File: src/core/irp_regs.svh
// Register map, reset values and timing counts of the remote pulse preprocessor.
// Assumes it is included by bare name by the package users; it holds definitions only.
`ifndef IRP_REGS_SVH
`define IRP_REGS_SVH

// ****************************************************************
// Register indices: the byte address is four times the index.
// ****************************************************************
`define IRP_IDX_CTRL1 14'h0FE8
`define IRP_IDX_CTRL2 14'h0FE9
`define IRP_IDX_CAPT 14'h0FEA
`define IRP_IDX_RXBUF 14'h0FEB
`define IRP_IDX_STAT 14'h0FEC

// ****************************************************************
// Reset values.
// ****************************************************************
`define IRP_CTRL1_RST 8'h00
`define IRP_CTRL2_RST 8'h00
`define IRP_RXBUF_RST 8'h00

// ****************************************************************
// Count clock: divider masks for high_freq_clock/2^6, 2^8, 2^10, 2^12.
// ****************************************************************
`define IRP_DIV_MASK0 12'h03F
`define IRP_DIV_MASK1 12'h0FF
`define IRP_DIV_MASK2 12'h3FF
`define IRP_DIV_MASK3 12'hFFF

// ****************************************************************
// Noise filter: a level must hold 7*2^k high_freq_clock cycles to pass.
// ****************************************************************
`define IRP_NF_CYC1 14'h001C
`define IRP_NF_CYC2 14'h00E0
`define IRP_NF_CYC3 14'h01C0
`define IRP_NF_CYC4 14'h0380
`define IRP_NF_CYC5 14'h0700
`define IRP_NF_CYC6 14'h1C00
`define IRP_NF_CYC7 14'h3800

// ****************************************************************
// Counter and bus constants.
// ****************************************************************
`define IRP_CNT_MAX 8'hFF
`define IRP_BITS_PER_BYTE 4'h8
`define IRP_BITCNT_FIRST 4'h1
`define IRP_RESP_OKAY 2'h0
`define IRP_RESP_SLVERR 2'h2

`endif

File: src/core/irp_pkg.sv
// Types shared by the remote pulse preprocessor modules.
// Assumes a 16-bit AXI4-Lite address and 32-bit data.
package irp_pkg;

    typedef enum logic [1:0] {
        IRP_SRC_RISE = 2'h0,
        IRP_SRC_FALL = 2'h1,
        IRP_SRC_BOTH = 2'h2,
        IRP_SRC_BYTE = 2'h3
    } irp_src_e;

    typedef struct packed {
        logic [1:0] count_clock_select;
        logic input_polarity_select;
        irp_src_e irq_source_select;
        logic [2:0] noise_filter_select;
    } irp_ctrl1_s;

    typedef struct packed {
        logic [3:0] bit_threshold;
        logic counter_run;
        logic preprocessor_enable;
        logic [1:0] measure_mode_select;
    } irp_ctrl2_s;

    typedef struct packed {
        logic [3:0] bit_count_monitor;
        logic reserved;
        logic count_overflow_flag;
        logic threshold_compare_monitor;
        logic filtered_input_monitor;
    } irp_status_s;

    typedef struct packed {
        logic [15:0] awaddr;
        logic awvalid;
        logic [31:0] wdata;
        logic [3:0] wstrb;
        logic wvalid;
        logic bready;
        logic [15:0] araddr;
        logic arvalid;
        logic rready;
    } irp_axi_req_s;

    typedef struct packed {
        logic awready;
        logic wready;
        logic [1:0] bresp;
        logic bvalid;
        logic arready;
        logic [31:0] rdata;
        logic [1:0] rresp;
        logic rvalid;
    } irp_axi_rsp_s;

endpackage

File: src/core/irp_filter.sv
// Noise canceler: a new input level passes only after it held for hold_cycles clocks.
// Assumes raw is already synchronous to aclk.
`timescale 1ns/1ps
module irp_filter import irp_pkg::*; #(
    parameter int CNT_W = 14
) (
    input wire logic aclk,
    input wire logic aresetn,
    input wire logic raw,
    input wire logic bypass,
    input wire logic [CNT_W-1:0] hold_cycles,
    output logic level
);

    typedef struct packed {
        logic [CNT_W-1:0] cnt;
        logic level;
    } irp_filter_state_s;

    irp_filter_state_s st_reg;
    irp_filter_state_s st_next;

    always_comb begin
        st_next = st_reg;
        if (bypass) begin
            st_next.level = raw;
            st_next.cnt = '0;
        end else if (raw == st_reg.level) begin
            // A pulse that ends before the count completes is dropped whole.
            st_next.cnt = '0;
        end else if (st_reg.cnt + CNT_W'(1) >= hold_cycles) begin
            st_next.level = raw;
            st_next.cnt = '0;
        end else begin
            st_next.cnt = st_reg.cnt + CNT_W'(1);
        end
    end

    always_ff @(posedge aclk) begin
        if (!aresetn) begin
            st_reg <= '0;
        end else begin
            st_reg <= st_next;
        end
    end

    assign level = st_reg.level;

endmodule

File: src/core/irp_sync.sv
// Three-stage synchroniser for the remote signal pin.
// Assumes the pin is asynchronous to aclk; the output moves only when stages two and three agree.
`timescale 1ns/1ps
module irp_sync import irp_pkg::*; (
    input wire logic aclk,
    input wire logic aresetn,
    input wire logic pin,
    output logic level
);

    typedef struct packed {
        logic [2:0] stage;
        logic level;
    } irp_sync_state_s;

    irp_sync_state_s st_reg;
    irp_sync_state_s st_next;

    always_comb begin
        st_next = st_reg;
        st_next.stage = {st_reg.stage[1:0], pin};
        if (st_reg.stage[1] == st_reg.stage[2]) begin
            st_next.level = st_reg.stage[2];
        end
    end

    always_ff @(posedge aclk) begin
        if (!aresetn) begin
            st_reg <= '0;
        end else begin
            st_reg <= st_next;
        end
    end

    assign level = st_reg.level;

endmodule

File: src/core/irp_top.sv
// Remote-control pulse preprocessor: noise filter, 8-bit pulse counter and byte decoder.
// Assumes aclk is the high-frequency clock and the pin carries a carrier-free waveform.
`timescale 1ns/1ps
`include "irp_regs.svh"
module irp_top import irp_pkg::*; #(
    parameter logic [13:0] NF_CYC_6 = `IRP_NF_CYC6,
    parameter logic [13:0] NF_CYC_7 = `IRP_NF_CYC7
) (
    input wire logic aclk,
    input wire logic aresetn,
    input wire irp_axi_req_s s_axi_req,
    output irp_axi_rsp_s s_axi_rsp,
    input wire logic remote_signal_input,
    output logic remote_irq
);

    // ****************************************************************
    // State.
    // ****************************************************************
    typedef struct packed {
        irp_ctrl1_s ctrl1;
        irp_ctrl2_s ctrl2;
        logic [11:0] div;
        logic [7:0] cnt;
        logic [7:0] capt;
        logic [7:0] rxbuf;
        logic [3:0] bitcnt;
        logic ovf;
        logic lvl_prev;
        logic irq;
        logic bvalid;
        logic [1:0] bresp;
        logic rvalid;
        logic [1:0] rresp;
        logic [7:0] rdata;
    } irp_core_state_s;

    irp_core_state_s st_reg;
    irp_core_state_s st_next;

    logic pin_sync;
    logic filt_level;
    logic [13:0] hold_cycles;
    logic [11:0] div_mask;
    logic wr_go;
    logic rd_go;
    irp_status_s status;

    // ****************************************************************
    // Input conditioning.
    // ****************************************************************
    // The pin is asynchronous, so nothing but the synchroniser reads it.
    irp_sync u_sync (
        .aclk(aclk),
        .aresetn(aresetn),
        .pin(remote_signal_input),
        .level(pin_sync)
    );

    // The two longest counts are parameters so that a bench can shorten them.
    always_comb begin
        unique case (st_reg.ctrl1.noise_filter_select)
            3'h1: hold_cycles = `IRP_NF_CYC1;
            3'h2: hold_cycles = `IRP_NF_CYC2;
            3'h3: hold_cycles = `IRP_NF_CYC3;
            3'h4: hold_cycles = `IRP_NF_CYC4;
            3'h5: hold_cycles = `IRP_NF_CYC5;
            3'h6: hold_cycles = NF_CYC_6;
            3'h7: hold_cycles = NF_CYC_7;
            // Code zero bypasses the filter, so this count is never used.
            default: hold_cycles = `IRP_NF_CYC1;
        endcase
    end

    irp_filter #(
        .CNT_W(14)
    ) u_filter (
        .aclk(aclk),
        .aresetn(aresetn),
        .raw(pin_sync),
        .bypass(st_reg.ctrl1.noise_filter_select == 3'h0),
        .hold_cycles(hold_cycles),
        .level(filt_level)
    );

    // ****************************************************************
    // Count clock select.
    // ****************************************************************
    // The divider runs free, so the first tick after a start comes at an arbitrary phase.
    always_comb begin
        unique case (st_reg.ctrl1.count_clock_select)
            2'h0: div_mask = `IRP_DIV_MASK0;
            2'h1: div_mask = `IRP_DIV_MASK1;
            2'h2: div_mask = `IRP_DIV_MASK2;
            2'h3: div_mask = `IRP_DIV_MASK3;
        endcase
    end

    // ****************************************************************
    // Status and bus handshakes.
    // ****************************************************************
    always_comb begin
        status.bit_count_monitor = st_reg.bitcnt;
        // Bit three is unused and reads zero.
        status.reserved = 1'b0;
        status.count_overflow_flag = st_reg.ovf;
        status.threshold_compare_monitor = (st_reg.cnt[7:4] >= st_reg.ctrl2.bit_threshold);
        status.filtered_input_monitor = filt_level;
    end

    // Address and data are taken at one edge, so a write is never left half done.
    // Ready stays low during reset, so nothing is taken before the state is defined.
    assign wr_go = aresetn & s_axi_req.awvalid & s_axi_req.wvalid & ~st_reg.bvalid;
    assign rd_go = aresetn & s_axi_req.arvalid & ~st_reg.rvalid;

    // ****************************************************************
    // Next-state logic.
    // ****************************************************************
    always_comb begin
        logic lvl;
        logic act_edge;
        logic ina_edge;
        logic running;
        logic tick;
        logic meas_evt;
        logic bit_evt;
        logic clr_evt;
        logic ovf_evt;
        logic bit_val;
        logic [3:0] bits_new;
        logic [13:0] wr_idx;
        logic [13:0] rd_idx;
        lvl = 1'b0;
        act_edge = 1'b0;
        ina_edge = 1'b0;
        running = 1'b0;
        tick = 1'b0;
        meas_evt = 1'b0;
        bit_evt = 1'b0;
        clr_evt = 1'b0;
        ovf_evt = 1'b0;
        bit_val = 1'b0;
        bits_new = 4'h0;
        wr_idx = s_axi_req.awaddr[15:2];
        rd_idx = s_axi_req.araddr[15:2];
        st_next = st_reg;
        st_next.irq = 1'b0;
        st_next.div = st_reg.div + 12'h001;

        // ************************************************************
        // Edge detection.
        // ************************************************************
        // Polarity folds into the level, so the active edge is the rising one.
        lvl = filt_level ^ st_reg.ctrl1.input_polarity_select;
        st_next.lvl_prev = lvl;
        running = st_reg.ctrl2.preprocessor_enable & st_reg.ctrl2.counter_run;
        act_edge = running & lvl & ~st_reg.lvl_prev;
        ina_edge = running & ~lvl & st_reg.lvl_prev;
        tick = running & ((st_reg.div & div_mask) == div_mask);

        // ************************************************************
        // Event decode.
        // ************************************************************
        // Mode bit 1 restarts the counter on the other edge, so a width is measured.
        unique case (st_reg.ctrl1.irq_source_select)
            IRP_SRC_RISE: begin
                meas_evt = act_edge;
                clr_evt = ina_edge & st_reg.ctrl2.measure_mode_select[1];
            end
            IRP_SRC_FALL: begin
                meas_evt = ina_edge;
                clr_evt = act_edge & st_reg.ctrl2.measure_mode_select[1];
            end
            IRP_SRC_BOTH: begin
                meas_evt = act_edge | ina_edge;
            end
            IRP_SRC_BYTE: begin
                bit_evt = act_edge;
                clr_evt = ina_edge & st_reg.ctrl2.measure_mode_select[1];
            end
        endcase

        // ************************************************************
        // Counter, overflow and capture.
        // ************************************************************
        // A completing measurement in the same cycle beats the overflow.
        ovf_evt = tick & (st_reg.cnt == `IRP_CNT_MAX) & ~meas_evt & ~bit_evt & ~clr_evt;

        if (tick) begin
            st_next.cnt = st_reg.cnt + 8'h01;
        end
        if (ovf_evt) begin
            st_next.cnt = 8'h00;
            st_next.ovf = 1'b1;
            st_next.irq = 1'b1;
            // Counting stops after an overflow until software sets run again.
            st_next.ctrl2.counter_run = 1'b0;
        end
        if (clr_evt) begin
            st_next.cnt = 8'h00;
        end
        if (meas_evt) begin
            st_next.capt = st_reg.cnt;
            st_next.cnt = 8'h00;
            st_next.irq = 1'b1;
        end

        // ************************************************************
        // Byte decoder.
        // ************************************************************
        if (bit_evt) begin
            bit_val = (st_reg.cnt[7:4] >= st_reg.ctrl2.bit_threshold);
            st_next.capt = st_reg.cnt;
            st_next.cnt = 8'h00;
            st_next.rxbuf = {st_reg.rxbuf[6:0], bit_val};
            // The count holds at eight until the next active edge starts a new byte.
            if (st_reg.bitcnt == `IRP_BITS_PER_BYTE) begin
                bits_new = `IRP_BITCNT_FIRST;
            end else begin
                bits_new = st_reg.bitcnt + 4'h1;
            end
            st_next.bitcnt = bits_new;
            if (bits_new == `IRP_BITS_PER_BYTE) begin
                st_next.irq = 1'b1;
            end
        end

        // ************************************************************
        // Register writes.
        // ************************************************************
        if (st_reg.bvalid && s_axi_req.bready) begin
            st_next.bvalid = 1'b0;
        end
        if (wr_go) begin
            st_next.bvalid = 1'b1;
            st_next.bresp = `IRP_RESP_OKAY;
            unique case (wr_idx)
                `IRP_IDX_CTRL1: begin
                    if (s_axi_req.wstrb[0]) begin
                        st_next.ctrl1 = irp_ctrl1_s'(s_axi_req.wdata[7:0]);
                    end
                end
                `IRP_IDX_CTRL2: begin
                    if (s_axi_req.wstrb[0]) begin
                        st_next.ctrl2 = irp_ctrl2_s'(s_axi_req.wdata[7:0]);
                        // A restart that meets an overflow in the same cycle leaves the flag set.
                        if (s_axi_req.wdata[3]) begin
                            st_next.ovf = ovf_evt;
                        end else begin
                            st_next.cnt = 8'h00;
                            st_next.bitcnt = 4'h0;
                        end
                    end
                end
                // Writes to read-only registers are accepted and dropped.
                `IRP_IDX_CAPT, `IRP_IDX_RXBUF, `IRP_IDX_STAT: begin
                    st_next.bresp = `IRP_RESP_OKAY;
                end
                default: begin
                    st_next.bresp = `IRP_RESP_SLVERR;
                end
            endcase
        end

        // ************************************************************
        // Register reads.
        // ************************************************************
        if (st_reg.rvalid && s_axi_req.rready) begin
            st_next.rvalid = 1'b0;
        end
        if (rd_go) begin
            st_next.rvalid = 1'b1;
            st_next.rresp = `IRP_RESP_OKAY;
            unique case (rd_idx)
                `IRP_IDX_CTRL1: st_next.rdata = st_reg.ctrl1;
                `IRP_IDX_CTRL2: st_next.rdata = st_reg.ctrl2;
                `IRP_IDX_CAPT: st_next.rdata = st_reg.capt;
                `IRP_IDX_RXBUF: st_next.rdata = st_reg.rxbuf;
                `IRP_IDX_STAT: st_next.rdata = status;
                // An unmapped read answers zero and an error, so a hole is visible.
                default: begin
                    st_next.rdata = 8'h00;
                    st_next.rresp = `IRP_RESP_SLVERR;
                end
            endcase
        end
    end

    // ****************************************************************
    // State register.
    // ****************************************************************
    always_ff @(posedge aclk) begin
        if (!aresetn) begin
            st_reg <= '0;
            st_reg.ctrl1 <= `IRP_CTRL1_RST;
            st_reg.ctrl2 <= `IRP_CTRL2_RST;
            st_reg.rxbuf <= `IRP_RXBUF_RST;
        end else begin
            st_reg <= st_next;
        end
    end

    // ****************************************************************
    // Outputs.
    // ****************************************************************
    always_comb begin
        s_axi_rsp.awready = wr_go;
        s_axi_rsp.wready = wr_go;
        s_axi_rsp.bresp = st_reg.bresp;
        s_axi_rsp.bvalid = st_reg.bvalid;
        s_axi_rsp.arready = aresetn & ~st_reg.rvalid;
        // Only the low byte holds a register; the upper bits read zero.
        s_axi_rsp.rdata = {24'h000000, st_reg.rdata};
        s_axi_rsp.rresp = st_reg.rresp;
        s_axi_rsp.rvalid = st_reg.rvalid;
    end

    assign remote_irq = st_reg.irq;

endmodule

File: config.mk
export PLATFORM = sky130hd
export DESIGN_NAME = irp_top
export DESIGN_NICKNAME = d
export VERILOG_FILES = /design/src/core/irp_pkg.sv /design/src/core/irp_filter.sv /design/src/core/irp_sync.sv /design/src/core/irp_top.sv
export VERILOG_INCLUDE_DIRS = /design/src /design/src/core
export SDC_FILE = /design/constraint.sdc
export NUM_CORES = 1
export LEC_CHECK = 0
export BUFFER_PORTS_ARGS = -buffer_cell sky130_fd_sc_hd__buf_4
export CAP_MARGIN = 30
export CORE_MARGIN = 2
export CORE_UTILIZATION = 39
export DETAILED_ROUTE_END_ITERATION = 8
export PLACE_DENSITY_LB_ADDON = 0.15
export SLEW_MARGIN = 10
export SYNTH_ARGS = -nofsm -noshare
export SYNTH_HDL_FRONTEND = slang
export SYNTH_SLANG_ARGS = --single-unit
File: constraint.sdc
create_clock -name aclk -period 4.8 [get_ports aclk]
set_input_delay 0.72 -clock aclk [delete_from_list [all_inputs] [get_ports aclk]]
set_output_delay 0.72 -clock aclk [all_outputs]
set_load 0.02 [all_outputs]
# After elaboration in Yosys (flattened, before gate mapping)
# Cells that the tools add are included.
dict set report totals {
  input_bits 76
  wordCells 145
  output_inout_bits 42
  register_bits 92
}
dict set report classes {
  n_eq_ne 29
  n_lt_le_gt_ge 2
  n_bitwise 29
  n_mux 40
  addsub 4
  reduce_logical 16
}
# operator count
set ops {}
lappend ops {{14-bit by 12-bit equality test with 1-bit output, second input constant} 10}
lappend ops {{14-bit one-hot mux with 6 select lines} 1}
lappend ops {{8-bit two-way mux} 7}
lappend ops {{12-bit one-hot mux with 4 select lines} 1}
lappend ops {{8-bit one-hot mux with 5 select lines} 1}
lappend ops {{28-bit two-way mux} 1}
lappend ops {{4-bit two-way mux} 6}
lappend ops {{1-bit AND} 18}
lappend ops {{16-bit two-way mux} 1}
lappend ops {{5-bit two-way mux} 3}
lappend ops {{14-bit by 1-bit adder with 14-bit output, second input constant} 1}
lappend ops {{14-bit greater-or-equal comparator} 1}
lappend ops {{1-bit two-way mux} 13}
lappend ops {{12-bit by 1-bit adder with 12-bit output, second input constant} 1}
lappend ops {{12-bit AND} 1}
lappend ops {{12-bit equality test} 1}
lappend ops {{3-bit equality test, second input constant} 4}
lappend ops {{11-bit two-way mux} 1}
lappend ops {{5-bit OR reduction} 2}
lappend ops {{8-bit by 1-bit adder with 8-bit output, second input constant} 1}
lappend ops {{2-bit equality test, second input constant} 4}
lappend ops {{4-bit equality test, second input constant} 2}
lappend ops {{8-bit equality test, second input constant} 1}
lappend ops {{1-bit inverter} 8}
lappend ops {{other kinds (20)} 30}

# Depth between registers and ports, before layout
# Gate-level depths: netlist (run 1).
dict set report logic_depth {
  ltp_word 18
  mapped_depth 11
  mapped_depth_nobuf 10
}

# Modules after synthesis
# Synthesis (run 1) repeated with hierarchy kept, for this count alone.
dict set report hier_totals {
  cells_unflattened 558
  area_unflattened_um2 5207.5
}
# module area_per_inst_um2 cells_each seq_area_each_um2 instances
set by_module_without_submodules {}
lappend by_module_without_submodules {irp_top 4023.9 431 1421.4 1}
lappend by_module_without_submodules {irp_filter 1067.3 117 300.3 1}
lappend by_module_without_submodules {irp_sync 116.4 10 80.1 1}

# Worst setup path after synthesis (run 1)
# OpenSTA, ideal clock, no wires.
dict set report synth_timing {
  kind {register -> register}
  startpoint {register u_filter.st_reg[3] in the netlist's numbering}
  endpoint {register u_filter.st_reg[10] in the netlist's numbering}
  n_path_buf 1
  path_stages_with_launch 11
  path_slack_ns 2.042
  required_ns 4.734
  setup_time_ns 0.066
  synth_period_minus_slack_ns 2.758
  arrival_time_ns 2.692
  path_cell_list {dfxtp_1 -> and4_1 -> nand4_1 -> nor2_1 -> xor2_1 -> ha_1 -> a211o_1 -> o21a_1 -> or4_4 -> clkbuf_1 -> nor2b_1}
}
dict set report synth_via {
  elab_chain_len 3
}
# element line_no
set synth_lines {}
lappend synth_lines {{from (decl)} irp_filter.sv:20} ;# irp_filter_state_s st_reg;
lappend synth_lines {{from (signal assigned)} irp_filter.sv:43} ;# st_reg <= st_next;
lappend synth_lines {{14-bit by 1-bit adder with 14-bit output *} {irp_filter.sv:31, irp_filter.sv:35}}
lappend synth_lines {{14-bit greater-or-equal comparator} irp_filter.sv:31} ;# end else if (st_reg.cnt + CNT_W'(1) >= hold_cycles) begin
lappend synth_lines {{4-bit OR reduction (no line)} --}
# Mark *: on every way between the ends. The rest lies on a longest branch, timed or not.
# A chain may end at the register's enable or synchronous reset.

# Final worst setup path (run 1)
dict set report layout_timing {
  startpoint {register u_filter.st_reg[3] in the netlist's numbering}
  endpoint {register u_filter.st_reg[7] in the netlist's numbering}
}
# The elaborated chain is that of the path after synthesis.

==> summary by stage, run 1 <==
Setup path
Along the worst path, the maximum fanout reaches 14. The critical setup path kind is flop to flop. STA classifies the critical path startpoint as a flop. For flop-to-flop paths, the worst setup slack is between 1.5 and 2 ns. The required time at the endpoint of the critical path is 5.06 ns.

The kind of end point of the critical path is a flop. The beginning of the worst register-to-register path is u_filter.st_reg[3]. Counting both buffers and inverters, the worst setup path holds a total of 0.

Among all stages on the critical path, the largest delay is contributed by or4_4. The worst register-to-register path ends at u_filter.st_reg[7]. The worst register-to-register path has a depth of 9. The largest stage delay on the critical path is between 0.6 and 0.7 ns. STA puts the critical path data arrival time at about 3.3 ns.

The cell family contributing the most delay on the critical path is simple AND/OR/NAND/NOR gates. The signal on the critical path passes through and4_1, nand4_1, nor2_1, xor2_1, ha_1, a211o_1, o21a_1, or4_4, nor2b_1.

Global route
The overall global routing resource usage is 0.166. The initial antenna violation count is 0. The first global-routing pass estimated 17.3 mm of wire. The maximum number of pins on one net before global-route repair is 49. The number of global-route vias before repair came to 3463. The residual overflow from global routing is 0.

CTS
The tree built by TritonCTS fans out to 90 sinks. TritonCTS built the clock tree. In this run, CTS created clock tree buffers numbering 9. The deepest level of the CTS H-tree is 3. The clock passes through at most 2 buffers. After clock tree synthesis, the clock-pin slew on the worst setup and hold paths is about 0.06 ns. The clock latency reported for the late side of the worst-skew pair is roughly 0.34 ns.

The number of buffers inserted by hold repair at cts is 0. Post-CTS timing repair inserted 0 buffers for setup. Once the clock tree was built, the resizer swapped 0 gates to a different size.

The root buffer cell is clkbuf_16.

Final layout
The library cell used most frequently in the layout, excluding fill and tap cells, is dfxtp_1. The repair_antennas step left the layout with diodes totalling 0. The area occupied by multi-input gates is about 0.0026 mm2. The final net count is 683. The fraction of final layout cells sized beyond drive strength 1 is 0.166. The layout has 1171 filler cells. From synthesis to final layout, the design area changed by 13.9%. The sequential cells in the finished layout cover a total of roughly 0.0018 mm2.

In the layout the commonest cells are 90 x dfxtp_1, 61 x buf_4, 60 x nor2_1, 54 x nand2_1. The flip-flop count of the largest register, all copies and words added is 58.

Floorplanning
For this configuration, the core starts out at a cell density of 0.399. The die height is between 100 and 150 um. The die span in x is 115 um. The floorplan has 40 rows. The area of the core is 0.0120 mm2. The area of the die is 0.0132 mm2. During I/O placement, the number of pins put on the boundary was 118.

Min path
The kind of path behind the tightest hold check is flop to flop. The origin of the worst min-delay path is u_sync.st_next[2]. The path with the worst hold slack has its endpoint at u_sync.st_next[3].

The number of cells on the worst hold path is 1.

Yosys
The synthesized area is 0.00480 mm2. Each instance of the synthesized netlist takes up on average 8.85 um2. In the synthesized netlist the dominant register cell turns out to be dfxtp_1. The post-synthesis instance total is 542. Counting flops with an async set or reset pin after synthesis yields a share of 0.

In this run, synthesis inferred 0 flip-flops with an integrated enable. The count of state elements after synthesis is 90. The sequential cell area fraction in the yosys report is 0.376. The count of warnings emitted by yosys is 0. The netlist uses between 50 and 60 different library cells.

Timing
Setup repair after global routing left no endpoint under its margin. The share of the clock period used by the worst path after layout is 0.627. After routing, the total negative slack on setup checks comes to 0 ns.

The number of hold-slack violations in the final timing report is 0. The worst slew margin relative to its limit is 0.532. The slew at the pin closest to its max-slew limit is 0.700 ns. Between clock sinks in the finished design, the worst skew comes to around 0.0077 ns. Subtracting the final worst setup slack from the clock period gives roughly 3 ns.

The worst hold margin is 0.435 ns. Derived from the worst setup path, the maximum achievable clock frequency is 332 MHz. The final number of max-transition violations was 0.

Setup violations remaining at the end of the flow were counted as 0.

Detailed routing
The count of antenna-violating nets left after detailed routing is 0. The routed design has 10.5 mm of wire. The post-route DRC violation count is 0. The average routed wire per standard cell is roughly 14 um. The routed layout has between 3000 and 4000 vias. The detail-routed via count per cell is approximately 5.0. For this block, the initial DRC count from the detailed router was around 170.

The pre-antenna-repair detailed-routing pass consisted of 4 iterations.

Place
The number of port buffers is 60. The HPWL after detailed placement is a little under 8 mm. Routability-driven placement finished with a final weighted congestion of around 0.86.

Power and ir drop
Summed over all cells, the static leakage comes to 0.00232 uW. The power density over the cells is 286 mW/mm2. The maximum vdd drop is ~150 uV.

Flow run
Max-cap violations in this run came to 0.

Run status
The run finished with clean final reports.
metrics by stage:
step,power (uW),setup slack (ns),std cells,utilization,area (um2)
finish,1560,1.79,733,0.455,5460
global route,1620,1.59,733,0.455,5460
CTS,1580,1.78,732,0.454,5460
detailed placement,866,1.80,716,0.429,5150
global placement,864,1.90,716,0.429,5150
floorplan,842,2.04,567,-,4890
worst max-delay path by stage:
stage / to / startpoint / cells past startpoint / slack [ns]
after floorplan: u_filter.st_reg[10] / u_filter.st_reg[3] / 10 / 2.04
after global placement: u_filter.st_reg[14] / u_filter.st_reg[3] / 9 / 1.90
after detailed placement: u_filter.st_reg[7] / u_filter.st_reg[3] / 9 / 1.80
after CTS: u_filter.st_reg[7] / u_filter.st_reg[3] / 9 / 1.78
after global routing: u_filter.st_reg[12] / u_filter.st_reg[3] / 9 / 1.59
final: u_filter.st_reg[7] / u_filter.st_reg[3] / 9 / 1.79
cell type report:
class                           instances  share of cell area
Sequential cell                        90               0.330
Clock buffer                           11              0.0444
Tap cell                              147              0.0337
Inverter                               18              0.0124
Clock inverter                          5              0.0112
Multi-Input combinational cell        400               0.484
Timing Repair Buffer                   62              0.0847
Yosys cell counts, drive strengths merged, types with 7 or more instances:
cell type  number  area share
xnor2          10       0.018
nor2           60       0.047
mux2i          24       0.050
nand3          20       0.021
buf            47       0.070
clkbuf         12      0.0094
ha             26       0.068
nor2b          16       0.021
a21oi          25       0.026
dfxtp          90        0.38
inv            18       0.014
and3           10       0.013
xor2           20       0.037
a22oi           7       0.011
nand2          55       0.045
mux4            8       0.038
nand4          11       0.016
o21ai          21       0.022
cell families after synthesis:
kind of cell | count (synthesis) | synth area share
other | 1 | 0.000782
adder cells (fa/ha/maj) | 26 | 0.0678
AO/OA/AOI/OAI | 78 | 0.105
AND/OR/NAND/NOR | 208 | 0.216
buffers and inverters | 77 | 0.0931
XOR/XNOR | 30 | 0.0548
multiplexers | 32 | 0.0876
flip-flops | 90 | 0.376
worst reg2reg max path: stages, from the launching register on:
cell	delay [ns]
dfxtp_1	0.40
and4_1	0.28
nand4_1	0.23
nor2_1	0.19
xor2_1	0.23
ha_1	0.29
a211o_1	0.30
o21a_1	0.22
or4_4	0.63
nor2b_1	0.16
where the power goes:
part	total, uW	leakage [uW]	internal, uW	switching [uW]
clock network	713	0.000150	421	292
logic	92.1	0.00144	37.8	54.3
registers	756	0.000727	752	4.21
total	1560	0.00232	1210	351
layer usage:
layer	part of all wire	vias up	global-route usage
met3	0.039	13	0.0327
met1	0.48	1711	0.217
li1	-	1884	-
met4	0.017	0	0.0683
met2	0.47	68	0.269
met5	0	-	0
Power figures use the tool's default switching activity.
==> inputs of run 2 (changes only) <==
ABC_AREA = 1   (was default)
clock period = 3.1 ns   (was 4.8 ns; I/O delays follow)
==> summary by stage, run 2 <==
Floorplanning
The number of top-level pins is 118 (unchanged). The initial standard-cell utilization of the core came to 0.396 (-0.00316). The die height is 117 um (+1.8%). The number of core rows came to 41 (+2.5%).

The area of the core is 0.0126 mm2 (+4.6%). The die span in x is 117 um (+1.8%). The area of the die is 0.0137 mm2 (+3.7%).

CTS
The tree is rooted in a clkbuf_16. The number of buffers on the longest clock path is 2 (unchanged). The number of clock buffers inserted by TritonCTS is 9 (unchanged). The clock latency reported for the late side of the worst-skew pair is 0.35 ns (about the same). The number of buffers inserted by hold repair at cts is 0 (unchanged).

TritonCTS built the clock tree. The clock-pin slew on the worst setup and hold paths was 0.06 ns (about the same). The deepest level of the CTS H-tree is 3 (unchanged). The clock sink count is 90 (unchanged).

Power and ir drop
The clock power share is 0.445 (-0.012). The maximum vdd drop is 287 uV (+94%). The power density over the cells is 427 mW/mm2 (+49%). The part of the power in registers is 0.482 (-0.002). The net switching power figure is 548 uW (+56%).

The leakage power is 0.00246 uW (+6.2%). The switching power as a share of total power is 0.224 (-0.000499). The total internal power is 1900 uW (+57%).

The combinational share of power was 0.073 (+0.014).

Timing
The slew at the pin closest to its max-slew limit came to 0.689 ns (-0.0111 ns). The worst clock skew is 0.00690 ns (-0.000791 ns). The number of setup violations in the final report is 0 (unchanged).

The share of the clock period used by the worst path after layout is 0.907 (+0.280). The number of hold-slack violations in the final timing report came to 0 (unchanged). The highest achievable clock rate was 356 MHz (+7.0%). The final number of max-transition violations is 0 (unchanged). The worst slew margin relative to its limit is 0.539 (+0.00666). The least setup slack across all paths after layout is 0.287 ns (-1.50 ns). The time the final worst path needs with I/O delays and setup came to 2.81 ns (-0.197 ns).

Final layout
The library cell used most frequently in the layout, excluding fill and tap cells, is nand2_1. The total inserted antenna cells is 0 (unchanged). In the layout the commonest cells are 100 x nand2_1, 98 x inv_1, 93 x nor2_1, 90 x dfxtp_1, 64 x buf_4. The final net count came to 849 (+24%). The fraction of final layout cells sized beyond drive strength 1 is 0.132 (-0.0335). The end-of-flow core utilization came to 0.456 (+0.000758). Compared with the post-synthesis result, the final layout area differs by 15.0%. The flip-flop count of the largest register, all copies and words added is 58 (unchanged).

Global route
The maximum number of pins on one net before global-route repair is 42 (-14%). The initial antenna violation count is 0 (unchanged). The overall global routing resource usage is 0.180 (+0.0142). The residual overflow from global routing is 0 (unchanged). The number of global-route vias before repair is 4099 (+18%). The global-route wire length before repair came to 19.1 mm (+11%).

Yosys
The count of state elements after synthesis is 90 (unchanged). The fraction of post-synthesis cell area in the top cell type by area came to 0.362 (-0.0138). The sequential cell area fraction in the yosys report was 0.362 (-0.0138).

Yosys attributes the largest share of cell area to dfxtp_1 36%, nand2_1 7.5%, inv_1 7.4%, nor2_1 7.2%, ha_1 6.5%. The library cell occupying the most area in the post-synthesis netlist is dfxtp_1. The post-synthesis instance total is 701 (+29%).

The synthesized area per cell is 7.10 um2 (-20%). The number of synthesized flops with an enable pin came to 0 (unchanged). The number of unique standard cell types used by synthesis was 36 (-35%). The share of synthesized flip-flops with an asynchronous set or reset is 0 (unchanged). The most used flip-flop cell after synthesis is dfxtp_1. The count of warnings emitted by yosys is 0 (unchanged).

After synthesis, the most frequently instantiated cells are 100 x nand2_1, 98 x inv_1, 95 x nor2_1. Yosys instantiated no cell more often than nand2_1. The synthesized area is 0.00498 mm2 (+3.8%).

Detailed routing
The via total after detailed routing is 4364 (+19%). The average routed wire per standard cell is 12.6 um (-13%). The violation count after the first detailed-routing iteration is 261 (+54%). The count of antenna-violating nets left after detailed routing was 0 (unchanged). The detail-routed via count per cell was 4.73 (-5.6%). The post-route DRC violation count was 0 (unchanged). The iteration count of the initial detailed-routing pass is 5 (+1). The final routed wirelength across all metal layers is 11.6 mm (+9.8%).

Setup path
The maximum net fanout on the critical path is 14 (unchanged). The slowest cell on the critical path is dfxtp_1. The kind of start point of the critical path is a flop. The largest stage delay on the critical path is 0.36 ns (-0.27 ns).

Walking the worst path, the cells encountered are ha_2, nand2_1, nor2_2, nand2_1, nor2_1, nand3_1, nor2_2, nand2_1, xor2_2, ha_1, nand2_1, o21a_1, and2_1, nand4_1, nand2b_1, buf_6, nor2_1. The first element of the critical path is u_filter.st_reg[1]. The number of cells traversed by the worst register-to-register path is 17 (+8). The beginning of the worst register-to-register path is u_filter.st_reg[1]. The setup path with the least slack is of type flop to flop. The cell that appears most often on the critical path is nand2_1. The data arrival time of the critical path came to 3.10 ns (-0.17 ns).

The required time at the endpoint of the critical path is 3.38 ns (-1.68 ns). STA classifies the critical path endpoint as a flop.

Min path
The worst hold path begins at s_axi_req[18]. The tightest min-delay check is of the primary input to flop type. The number of cells on the worst hold path is 2 (+1).

Place
The number of port buffers is 60 (unchanged). The half-perimeter wire length after placement is 8.92 mm (+12%). The final weighted congestion of routability-driven global placement is 0.865 (+0.19%).

The minimum setup slack after placement is 0.230 ns (-1.57 ns).

Flow run
The reported max-cap violation count is 0 (unchanged).

Run status
The flow ran to the end, and the final reports show no timing, DRC or antenna violations.
run 2: final timing paths:
| path | end | slack [ns] |
|---|---|---|
| min reg2reg | u_sync.st_next[3] | 0.43 |
| max | u_filter.st_reg[5] | 0.29 |
| min | s_axi_rsp[36] | 0.30 |
| max reg2reg | u_filter.st_reg[5] | 0.29 |
run 2: through the flow:
step | cells | hold slack (ns) | TNS, ns | instance area (um2) | total power [uW]
finish | 922 | 0.298 | 0 | 5730 | 2440
global placement | 908 | 0.416 | 0 | 5410 | 1380
floorplan | 726 | 0.390 | 0 | 5070 | 1340
global route | 922 | 0.294 | -0.00320 | 5730 | 2540
CTS | 922 | 0.283 | 0 | 5710 | 2480
detailed placement | 908 | 0.425 | 0 | 5410 | 1380
run 2: power groups by stage:
stage                     sequential, uW  combinational [uW]  clock (uW)
after floorplan                     1200                 136           0
after global placement              1200                 176           0
after detailed placement            1200                 178           0
after CTS                           1180                 179        1120
after global routing                1180                 198        1170
final                               1180                 178        1090
run 2: worst max-delay path: cells and delay by family, from the launching register on:
kind / cells / cell delay [ns]
AOI/OAI and AO/OA: 1 / 0.13
xor gates and xnor gates: 1 / 0.16
adders and majority gates: 2 / 0.51
buffers and inverters: 1 / 0.15
DFF: 1 / 0.36
and+or+nand+nor: 12 / 1.43
run 2: metal layers:
metal | track usage | wire [um] | vias to the layer above
met1 | 0.218 | 5300 | 1985
li1 | - | - | 2299
met2 | 0.314 | 5610 | 67
met4 | 0.0525 | 226 | 0
met5 | 0 | 0 | -
met3 | 0.0494 | 429 | 13
run 2: cell type report:
cell class | instances | area [um2]
clock buffer | 11 | 253
clock inverter | 3 | 40.0
timing repair buffer | 65 | 492
fill | 1320 | 6840
multi-input combinational | 480 | 2540
inverter | 101 | 379
sequential | 90 | 1800
tap | 172 | 215
run 2: cell families after synthesis:
kind of cell	after synthesis	share of synthesized area
buf+inv	156	0.149
other cells	1	0.000753
flops	90	0.362
fa+ha+maj	26	0.0653
simple gates	297	0.267
compound gates	111	0.121
xor+xnor	20	0.0352
run 2: timing repair:
item                       in CTS  in global routing
setup endpoints to repair       0                 14
setup buffers                   0                  0
gates resized for setup         0                  5
==> inputs of run 3 (changes only) <==
MAX_ROUTING_LAYER = met4   (was default)
==> summary by stage, run 3 (synthesis gave the netlist of run 2 again) <==
Detailed routing
The average routed wire per standard cell is 12.6 um (+0.50%). The via total after detailed routing is 4387 (+0.53%). The iteration count of the initial detailed-routing pass is 4 (-1).

The count of antenna-violating nets left after detailed routing is 0 (unchanged). The violation count after the first detailed-routing iteration came to 217 (-17%). The post-route DRC violation count is 0 (unchanged). The detail-routed via count per cell is 4.73 (about the same).

The final routed wirelength across all metal layers is 11.7 mm (+1.0%).

CTS
The number of buffers on the longest clock path is 2 (unchanged). The clock sink count came to 90 (unchanged). The clock latency reported for the late side of the worst-skew pair is 0.36 ns (about the same). The number of buffers inserted by hold repair at cts is 0 (unchanged). The deepest level of the CTS H-tree is 3 (unchanged). The number of clock buffers inserted by TritonCTS is 9 (unchanged). The clock-pin slew on the worst setup and hold paths is 0.06 ns (about the same). The CTS tree is built. Clock tree synthesis selected as its root buffer the cell clkbuf_16.

Setup path
The slack of the worst reg-to-reg path is 0.21 ns (-0.08 ns). The endpoint identified for the worst register-to-register timing path is u_filter.st_reg[9]. The number of cells traversed by the worst register-to-register path came to 18 (+1). The kind of start point of the critical path is a flop.

The maximum net fanout on the critical path is 14 (unchanged). The setup path with the least slack is of type flop to flop. The required time at the endpoint of the critical path is 3.34 ns (-0.04 ns).

The worst setup path is captured at a flop. The beginning of the worst register-to-register path is u_filter.st_reg[1]. The data arrival time of the critical path is 3.13 ns (+0.03 ns).

Place
The number of port buffers came to 60 (unchanged). The placed instance count is 909 (+0.11%). The half-perimeter wire length after placement is 8.89 mm (-0.34%).

The final weighted congestion of routability-driven global placement was 0.892 (+3.1%).

Final layout
The number of standard cells in the final layout excluding fillers is 927 (+0.54%). The total inserted antenna cells is 0 (unchanged). The library cells used most frequently in the layout, excluding fill and tap cells, are 99 x nand2_1, 98 x inv_1, 91 x nor2_1, 90 x dfxtp_1, 68 x buf_4. The area added between synthesis and finish is 15.9%. The commonest non-fill, non-tap cell in the layout is nand2_1. The flip-flop count of the largest register, all copies and words added came to 58 (unchanged).

The final net count is 852 (+0.35%). The fraction of final layout cells sized beyond drive strength 1 was 0.140 (+0.00840).

Min path
The kind of path behind the tightest hold check is primary input to flop. The origin of the worst min-delay path is remote_signal_input. The number of cells on the worst hold path is 3 (+1).

The path with the worst hold slack has its endpoint at u_sync.st_next[2].

Floorplanning
The area of the die came to 0.0137 mm2 (unchanged). The area of the core is 0.0126 mm2 (unchanged). The number of core rows came to 41 (unchanged). The die height is 117 um (unchanged).

The die span in x came to 117 um (unchanged). The number of top-level pins is 118 (unchanged). The initial standard-cell utilization of the core is 0.396 (unchanged).

Timing
The worst slew margin relative to its limit was 0.647 (+0.108). The final number of max-transition violations is 0 (unchanged). The slew at the pin closest to its max-slew limit is 0.529 ns (-0.160 ns). The number of hold-slack violations in the final timing report came to 0 (unchanged). The share of the clock period used by the worst path after layout came to 0.933 (+0.0254). The total negative setup slack is 0 ns (unchanged).

The time the final worst path needs with I/O delays and setup is 2.89 ns (+0.0787 ns). The number of setup violations in the final report is 0 (unchanged). The worst clock skew is 0.00697 ns (+0.0000685 ns).

The highest achievable clock rate was 346 MHz (-2.7%). The worst hold margin came to 0.289 ns (-0.00901 ns).

Run status
The run finished with clean final reports.

Global route
The overall global routing resource usage is 0.186 (+0.00614). The number of global-route vias before repair is 4095 (-0.098%). The global-route wire length before repair is 19.1 mm (+0.11%). The maximum number of pins on one net before global-route repair is 42 (unchanged). The initial antenna violation count was 0 (unchanged). The residual overflow from global routing is 0 (unchanged).

Power and ir drop
The maximum vdd drop is 284 uV (-0.93%). The post-layout total power is 2490 uW (+1.8%). The leakage power is 0.00247 uW (+0.62%). The power density over the cells is 431 mW/mm2 (+0.92%).

Flow run
The reported max-cap violation count is 0 (unchanged).
[run 3: cell types whose count changed in the layout (fill, tap and decap cells not counted), moves of 2 or more]
cell | before | now
clkbuf_1 | 0 | 2
buf_4 | 64 | 68
nor2_2 | 4 | 6
nor2_1 | 93 | 91
clkinv_2 | 2 | 0
[run 3: per-stage QoR]
step                      instance area (um2)  utilization  worst slack (ns)
final                                    5770        0.459             0.209
after global routing                     5770        0.459           -0.0226
after global placement                   5420        0.431             0.291
after detailed placement                 5420        0.431             0.203
after CTS                                5730        0.456             0.169
after floorplan                          5070            -             0.373
[run 3: worst max path at each step]
stage,start,depth (start not counted),slack (ns),end
global placement,u_filter.st_reg[1],18,0.29,u_filter.st_reg[3]
CTS,u_filter.st_reg[1],17,0.17,u_filter.st_reg[6]
detailed placement,u_filter.st_reg[1],17,0.20,u_filter.st_reg[6]
global route,u_filter.st_reg[1],17,-0.02,u_filter.st_reg[10]
floorplan,u_filter.st_reg[1],17,0.37,u_filter.st_reg[10]
finish,u_filter.st_reg[1],18,0.21,u_filter.st_reg[9]
[run 3: layer usage]
| layer | track usage | routed length [um] | vias up |
|---|---|---|---|
| li1 | - | - | 2315 |
| met1 | 0.221 | 5290 | 1986 |
| met2 | 0.310 | 5750 | 69 |
| met3 | 0.0438 | 420 | 17 |
| met4 | 0.0659 | 229 | 0 |
| met5 | - | 0 | - |
[run 3: layout make-up]
class	instances	area [um2]
clock buffers	13	260
flip-flops and latches	90	1800
clock inverters	3	46.3
inverters	101	379
multi-input cells	480	2560
fillers	1289	6800
repair buffers	68	510
well taps	172	215
[run 3: where the power goes]
part           leakage [uW]  switching [uW]  internal, uW  total (uW)
clock              0.000146             460           672        1130
sequential         0.000727            7.77          1170        1180
combinational       0.00160             108          70.3         178
[run 3: repair_timing]
action / 4_1_cts / 5_1_grt
setup endpoints to repair: 0 / 14
setup buffers: 0 / 2
hold endpoints to repair: 0 / 0
gates resized for setup: 0 / 8
[run 3: critical path: stages, from the launching register on]
cell and delay [ns]:
dfxtp_1 0.36, ha_2 0.22, nand2_1 0.07, nor2_2 0.12
nand2_1 0.09, nor2_2 0.10, nand3_1 0.15, nor2_2 0.21
nand2_2 0.09, xor2_2 0.16, ha_1 0.28, nand2_1 0.08
nor2_1 0.15, nand2_1 0.07, and2_1 0.13, nand4_1 0.11
nand2b_1 0.12, buf_4 0.19, nor2_1 0.06
